==> config.mk <==
export PLATFORM = sky130hd
export DESIGN_NAME = sarcv_ctrl
export DESIGN_NICKNAME = d
export VERILOG_FILES = /design/src/sarcv_ctrl.v /design/src/sarcv_bus_mux.v
export VERILOG_INCLUDE_DIRS = /design/src
export SDC_FILE = /design/constraint.sdc
export NUM_CORES = 1
export LEC_CHECK = 0
export BUFFER_PORTS_ARGS = -buffer_cell sky130_fd_sc_hd__buf_4
export CORE_AREA = 10 10 80 82
export CTS_CLUSTER_SIZE = 40
export DETAILED_ROUTE_END_ITERATION = 6
export DIE_AREA = 0 0 90 92
export PLACE_DENSITY = 0.85
export SLEW_MARGIN = 20
export SYNTH_ARGS = -nofsm -noshare
export SYNTH_HDL_FRONTEND = slang
export SYNTH_SLANG_ARGS = --single-unit
==> constraint.sdc <==
create_clock -name clk -period 2.3 [get_ports clk]
set_input_delay 0.46 -clock clk [delete_from_list [all_inputs] [get_ports clk]]
set_output_delay 0.46 -clock clk [all_outputs]
set_load 0.01 [all_outputs]
==> src/sarcv_defines.vh <==
// Constants for the converter control block
`ifndef SARCV_DEFINES_VH
`define SARCV_DEFINES_VH
`define SARCV_RES_W 12
`define SARCV_MSB 11
`define SARCV_CNT_W 5
`define SARCV_FALLS_TO_MSB 5'h02
`define SARCV_BITS 5'h0c
`define SARCV_RES_RST 12'h000
`define SARCV_SAR_RST 12'h000
`define SARCV_CNT_RST 5'h00
`define SARCV_FIRST_BIT 5'h01
`define SARCV_TOP_BIT 4'hb
`define SARCV_PIN_IDLE 1'b1
`define SARCV_CLK_IDLE 1'b0
`define SARCV_BUSY_N_RST 1'b1
`define SARCV_PHASE_RST 1'b0
`endif

==> src/sarcv_ctrl.v <==
// Conversion sequencer and control gating of the converter
//
// Summary of operation
// - Conversion starts only when read, chip select and byte select are low.
// - Byte select high blocks conversion starts.
// - Read and byte select are seen only while chip select is low.
// - Data drivers enabled whenever read and chip select are low.
// - Busy output low throughout conversion, high otherwise.
// - Byte select low gives all twelve result bits, MSB on top pin.
// - Byte select high: top pins bits 11-8, middle low, bottom 11-8.
// - Conversion start clears approximation register and enables drivers.
// - Start requests ignored until the running conversion finishes.
// - Result resolved one bit at a time from MSB down to LSB.
// - MSB decided after second falling clock-in edge, then one per edge.
// - Sampling phase holds until start, then compare phase.
// - Finished register value loaded into the twelve-bit output latch.
// - Clock output is the inverse of clock input.
// - A starting read returns the previous conversion result.
`timescale 1ns/10ps
`include "sarcv_defines.vh"
module sarcv_ctrl (
  input wire clk,
  input wire rst,
  input wire cs_n,
  input wire rd_n,
  input wire high_byte_select,
  input wire clk_in,
  input wire comp_out,
  output wire clk_out,
  output reg busy_n,
  output reg compare_phase,
  output reg [11:0] approximation_register,
  output wire [7:0] upper_data_pins,
  output wire [3:0] shared_low_data_pins,
  output wire data_oe
);
  localparam ST_SAMPLE = 2'b00;
  localparam ST_WAIT = 2'b01;
  localparam ST_CONV = 2'b10;

  reg cs_n_meta_reg;
  reg cs_n_sync_reg;
  reg rd_n_meta_reg;
  reg rd_n_sync_reg;
  reg hb_meta_reg;
  reg hb_sync_reg;
  reg ck_meta_reg;
  reg ck_sync_reg;
  reg ck_last_reg;
  reg [1:0] state_reg;
  reg [1:0] state_next;
  reg [4:0] cnt_reg;
  reg [4:0] cnt_next;
  reg busy_n_reg;
  reg busy_n_next;
  reg phase_reg;
  reg phase_next;
  reg [11:0] sar_reg;
  reg [11:0] sar_next;
  reg [11:0] result_reg;
  reg [11:0] result_next;
  wire start_req;
  wire ck_fall;
  wire msb_due;
  wire last_bit;
  wire [3:0] bit_idx;
  wire [11:0] decided_word;

  // Next count of clock-in falls
  function [4:0] count_up;
    input [4:0] count;
    begin
      count_up = count + 5'h01;
    end
  endfunction

  // Register bit decided at a given count
  function [3:0] bit_of;
    input [4:0] count;
    begin
      bit_of = `SARCV_TOP_BIT - count[3:0];
    end
  endfunction

  // Word with one bit replaced by a decision
  function [11:0] set_bit;
    input [11:0] word;
    input [3:0] idx;
    input decision;
    begin
      set_bit = word;
      set_bit[idx] = decision;
    end
  endfunction

  // Chip select synchroniser
  always @(posedge clk or posedge rst) begin
    if (rst) begin
      cs_n_meta_reg <= `SARCV_PIN_IDLE;
      cs_n_sync_reg <= `SARCV_PIN_IDLE;
    end else begin
      cs_n_meta_reg <= cs_n;
      cs_n_sync_reg <= cs_n_meta_reg;
    end
  end

  // Read strobe synchroniser
  always @(posedge clk or posedge rst) begin
    if (rst) begin
      rd_n_meta_reg <= `SARCV_PIN_IDLE;
      rd_n_sync_reg <= `SARCV_PIN_IDLE;
    end else begin
      rd_n_meta_reg <= rd_n;
      rd_n_sync_reg <= rd_n_meta_reg;
    end
  end

  // Byte select synchroniser, idles in the blocking level
  always @(posedge clk or posedge rst) begin
    if (rst) begin
      hb_meta_reg <= `SARCV_PIN_IDLE;
      hb_sync_reg <= `SARCV_PIN_IDLE;
    end else begin
      hb_meta_reg <= high_byte_select;
      hb_sync_reg <= hb_meta_reg;
    end
  end

  // Clock-in synchroniser and edge history
  always @(posedge clk or posedge rst) begin
    if (rst) begin
      ck_meta_reg <= `SARCV_CLK_IDLE;
      ck_sync_reg <= `SARCV_CLK_IDLE;
      ck_last_reg <= `SARCV_CLK_IDLE;
    end else begin
      ck_meta_reg <= clk_in;
      ck_sync_reg <= ck_meta_reg;
      ck_last_reg <= ck_sync_reg;
    end
  end

  // Clock-in inverted straight through
  assign clk_out = ~clk_in;

  assign ck_fall = ck_last_reg & ~ck_sync_reg;
  // All three low; chip select qualifies the others
  assign start_req = ~cs_n_sync_reg & ~rd_n_sync_reg
    & ~hb_sync_reg;
  assign msb_due = (cnt_reg == `SARCV_FALLS_TO_MSB - 5'h01);
  assign last_bit = (cnt_reg == `SARCV_BITS - 5'h01);
  assign bit_idx = (state_reg == ST_WAIT) ? bit_of(`SARCV_CNT_RST)
    : bit_of(cnt_reg);
  assign decided_word = set_bit(sar_reg, bit_idx, comp_out);

  // Sequencer next state
  always @* begin
    state_next = state_reg;
    cnt_next = cnt_reg;
    busy_n_next = busy_n_reg;
    phase_next = phase_reg;
    case (state_reg)
      ST_SAMPLE: begin
        if (start_req) begin
          state_next = ST_WAIT;
          cnt_next = `SARCV_CNT_RST;
          busy_n_next = 1'b0;
          phase_next = 1'b1;
        end
      end
      ST_WAIT: begin
        if (ck_fall) begin
          if (msb_due) begin
            state_next = ST_CONV;
            cnt_next = `SARCV_FIRST_BIT;
          end else begin
            cnt_next = count_up(cnt_reg);
          end
        end
      end
      ST_CONV: begin
        if (ck_fall) begin
          if (last_bit) begin
            state_next = ST_SAMPLE;
            busy_n_next = 1'b1;
            phase_next = 1'b0;
          end else begin
            cnt_next = count_up(cnt_reg);
          end
        end
      end
      default: begin
        state_next = ST_SAMPLE;
        cnt_next = `SARCV_CNT_RST;
        busy_n_next = 1'b1;
        phase_next = 1'b0;
      end
    endcase
  end

  // Data path next values
  always @* begin
    sar_next = sar_reg;
    result_next = result_reg;
    case (state_reg)
      ST_SAMPLE: begin
        if (start_req) begin
          sar_next = `SARCV_SAR_RST;
        end
      end
      ST_WAIT: begin
        if (ck_fall && msb_due) begin
          sar_next = decided_word;
        end
      end
      ST_CONV: begin
        if (ck_fall) begin
          sar_next = decided_word;
          if (last_bit) begin
            result_next = decided_word;
          end
        end
      end
      default: begin
        sar_next = sar_reg;
        result_next = result_reg;
      end
    endcase
  end

  // Sequencer registers
  always @(posedge clk or posedge rst) begin
    if (rst) begin
      state_reg <= ST_SAMPLE;
      cnt_reg <= `SARCV_CNT_RST;
      busy_n_reg <= `SARCV_BUSY_N_RST;
      phase_reg <= `SARCV_PHASE_RST;
    end else begin
      state_reg <= state_next;
      cnt_reg <= cnt_next;
      busy_n_reg <= busy_n_next;
      phase_reg <= phase_next;
    end
  end

  // Approximation register and output latch
  always @(posedge clk or posedge rst) begin
    if (rst) begin
      sar_reg <= `SARCV_SAR_RST;
      result_reg <= `SARCV_RES_RST;
    end else begin
      sar_reg <= sar_next;
      result_reg <= result_next;
    end
  end

  // Ports show the registered values
  always @* begin
    busy_n = busy_n_reg;
    compare_phase = phase_reg;
    approximation_register = sar_reg;
  end

  // Pins read the latch, so a starting read sees the old result
  sarcv_bus_mux u_mux (
    .clk(clk),
    .rst(rst),
    .cs_n_s(cs_n_sync_reg),
    .rd_n_s(rd_n_sync_reg),
    .high_byte_select_s(hb_sync_reg),
    .result_bits(result_reg),
    .upper_data_pins(upper_data_pins),
    .shared_low_data_pins(shared_low_data_pins),
    .data_oe(data_oe)
  );
endmodule

==> src/sarcv_bus_mux.v <==
// Data pin multiplexer and three-state enable for the result latch
`timescale 1ns/10ps
`include "sarcv_defines.vh"
module sarcv_bus_mux (
  input wire clk,
  input wire rst,
  input wire cs_n_s,
  input wire rd_n_s,
  input wire high_byte_select_s,
  input wire [11:0] result_bits,
  output reg [7:0] upper_data_pins,
  output reg [3:0] shared_low_data_pins,
  output wire data_oe
);
  // Drivers on only while both strobes are low
  assign data_oe = ~cs_n_s & ~rd_n_s;

  always @(posedge clk or posedge rst) begin
    if (rst) begin
      upper_data_pins <= 8'h00;
      shared_low_data_pins <= 4'h0;
    end else if (high_byte_select_s) begin
      upper_data_pins <= {result_bits[11:8], 4'h0};
      shared_low_data_pins <= result_bits[11:8];
    end else begin
      upper_data_pins <= result_bits[11:4];
      shared_low_data_pins <= result_bits[3:0];
    end
  end
endmodule

==> impl_metrics.csv <==
group,metric,value,unit
run_status,outcome,"completed",
sta,hold_viol_final,0,
global_routing,grtUsageTotal,0.1407,
synthesis,syn_area_per_cell,11.08,um^2
place,place_congestion,0.9308,
cts,ctsLongestPathBuffers,2,
routing,routedWlPerCell,16.26,um
cts,clk_latency,0.32,ns
cts,cts.htree.levels,2,
cts,clk_pin_slew,0.10,ns
sta,worst_pin_slew,0.6666,ns
routing,drt-total-wl,5.691,mm
die,die_y,92,um
sta,fin_ws,0.2621,ns
place,dp.cells,342,
cells_and_area,final_cells,350,
sta,holdWs,0.2391,ns
synthesis,syn_inst,242,
pwr,ir_drop,0.5467,mV
cts,cts_sinks,54,
cts,cts_hold_buf,0,
sta,finalSetupTns,0,ns
routing,drc,0,
cts,cts_buffers,5,
routing,drtIter0Drc,115,
synthesis,syn_nets,259,
sta,fin_worst_skew,0.005823,ns
sta,maxSlewViolCount,0,
synthesis,ys_types,49,
worst_setup_path,arrival,2.30,ns
global_routing,grt.overflow.total,0,
cells_and_area,multiInputGateArea,1224,um^2
sta,post-route-period-util,0.8860,
worst_setup_path,critPathKind,"flip-flop to flip-flop",
synthesis,async_reset_ff_frac,1.000,
worst_setup_path,critPathLaunchType,"flip-flop",
sta,fmax,0.4907,GHz
synthesis,synth.ff_latch_count,54,
global_routing,grt_max_degree,55,
cells_and_area,nets,296,
routing,firstDrtPassIters,4,
worst_setup_path,crit_slowest_cell,"dfrtp_1",
worst_setup_path,critPathMaxFanout,13,
place,pre_cts_ws,0.2009,ns
die,die_w,90,um
die,rows,26,
sta,layout_min_cycle_time,2.038,ns
worst_setup_path,required,2.56,ns
die,fp.coreArea,4912,um^2
sta,finalSetupViolCount,0,
worst_setup_path,path_cells,"inv_1 -> ha_1 -> nor4bb_1 -> or2_1 -> a2111oi_2 -> a211o_1",
synthesis,yosys_warnings,0,
routing,num_vias,2002,
pwr,power_per_cell_area,1022,nW/um^2
die,ios,35,
cells_and_area,fill_cells,386,
synthesis,synth-main-ff-cell,"dfrtp_1",
die,start_util,0.5458,
worst_setup_path,end_kind,"flip-flop",
cells_and_area,register_area,1360,um^2
pwr,power,0.003208,W
routing,vias_per_cell,5.720,
pwr,total_leakage_power,1.523,nW
flow_run,drv_cap,0,
sta,rsz0062_at_grt,"no",
place,dp_hpwl,4.124,mm
global_routing,grt_antenna_before_repair,0,
min_path,worstHoldPathType,"input pin to flip-flop",
worst_setup_path,max_stage_delay,0.60,ns
place,io_buffers,34,
routing,ant_nets,0,
global_routing,grt_pass1_vias,1972,
cells_and_area,flow.area_growth_from_synthesis,17.13,%
synthesis,yosysSeqAreaShare,0.5072,
global_routing,grt_first_pass_wirelength,9.735,mm
worst_setup_path,cpLargestDelayFamily,"flip-flops",
cells_and_area,antenna_cells,0,
cells_and_area,drive_gt1_frac,0.2857,
die,die-area,8280,um^2
cts,cts-root-buf,"clkbuf_8",
worst_setup_path,cp.buffers_inverters,1,
sta,slew_headroom,0.5556,
cts,cts_tree,"built",
synthesis,syn_area,2681,um^2
synthesis,synth-edff-count,0,
synthesized netlist by cell type (2+ instances only):
| cell type | instances | area share |
|---|---|---|
| o21ai_0 | 19 | 0.035 |
| nor4b_1 | 2 | 0.0065 |
| nand4_1 | 2 | 0.0047 |
| nand3_1 | 5 | 0.0093 |
| dfrtp_1 | 47 | 0.44 |
| mux2i_1 | 13 | 0.049 |
| a21oi_1 | 3 | 0.0056 |
| nand3b_1 | 2 | 0.0056 |
| a211o_1 | 10 | 0.033 |
| mux2_2 | 8 | 0.034 |
| and3_1 | 11 | 0.026 |
| clkbuf_1 | 7 | 0.0098 |
| nor4_1 | 9 | 0.021 |
| inv_1 | 12 | 0.017 |
| o211ai_1 | 4 | 0.011 |
| nor2_1 | 11 | 0.015 |
| and2b_2 | 4 | 0.013 |
| ha_1 | 10 | 0.047 |
| nand2_1 | 21 | 0.029 |
| and2_1 | 2 | 0.0047 |
| a32o_1 | 3 | 0.011 |
| buf_2 | 2 | 0.0037 |
| nor2b_1 | 2 | 0.0047 |
| o21bai_1 | 2 | 0.0056 |
| dfstp_2 | 7 | 0.069 |
final cells by class:
type,count,share of cell area
tap,70,0.02789
inverter,12,0.01434
clock buffer,5,0.02191
timing repair buffer,41,0.09801
sequential,54,0.4331
clock inverter,3,0.01514
multi-input combinational,165,0.3896
cell families (layout without fill, tap and decap cells):
family | count (synthesis) | count (layout) | synth area share
compound gates | 53 | 53 | 0.1568
fa+ha+maj | 10 | 10 | 0.04666
flops | 54 | 54 | 0.5072
buf+inv | 23 | 61 | 0.03733
mux | 21 | 21 | 0.08213
simple gates | 81 | 81 | 0.1699
metal layers:
metal	part of all wire	global-route usage	vias to the layer above	wire length (um)
met5	0	0	-	0
met4	0.019	0.06233	0	109
met3	0.070	0.03178	11	396
met2	0.47	0.2264	77	2657
met1	0.44	0.1780	954	2528
li1	-	-	960	-
power by group:
group	total [W]	internal (W)	switching, W
clock	0.000664	0.000330	0.000334
combinational	0.00139	0.000562	0.000828
sequential	0.00115	0.00106	0.0000975
total	0.00321	0.00195	0.00126
cell usage in the layout, fill, tap and decap left out, types with 3 or more instances in the layout:
cell      netlist  final
o211ai_1        4      4
nor4_1          9      9
clkbuf_8        0      5
ha_1           10      9
a21oi_1         3      3
dfrtp_1        47     47
buf_4           1     41
o21ai_0        19     19
nand2_1        21     21
nand3_1         5      5
a211o_1        10     10
mux2i_1        13     13
and3_1         11     11
a32o_1          3      3
mux2_2          8      8
inv_1          12     11
and2b_2         4      4
nor2_1         11     11
dfstp_2         7      7
path summary, 6_finish.rpt:
path | from | end | slack [ns] | depth (start not counted)
min in group asynchronous | rst | ck_sync_reg$_DFF_PP0_ | 0.31 | 3
setup / recovery | cnt_reg[1]$_DFFE_PP0P_ | cnt_reg[3]$_DFFE_PP0P_ | 0.26 | 6
hold / removal | high_byte_select | hb_meta_reg$_DFF_PP1_ | 0.24 | 1
hold reg to reg | ck_meta_reg$_DFF_PP0_ | ck_sync_reg$_DFF_PP0_ | 0.36 | 0
setup reg to reg | cnt_reg[1]$_DFFE_PP0P_ | cnt_reg[3]$_DFFE_PP0P_ | 0.26 | 6
max in group asynchronous | rst | result_reg[1]$_DFFE_PP0P_ | 1.54 | 3
per-stage QoR:
| step | instance area [um^2] | utilization |
|---|---|---|
| final | 3141 | 0.6393 |
| after global routing | 3141 | 0.6393 |
| after CTS | 3138 | 0.6388 |
| after detailed placement | 3022 | 0.6151 |
| after global placement | 3022 | 0.6151 |
| after floorplan | 2681 | - |
timing repair:
action,CTS,global route
resized for setup,0,1
hold endpoints to repair,0,0
endpoints found under the setup margin,0,1
buffers inserted,0,0
(Power assumes the default switching activity.)
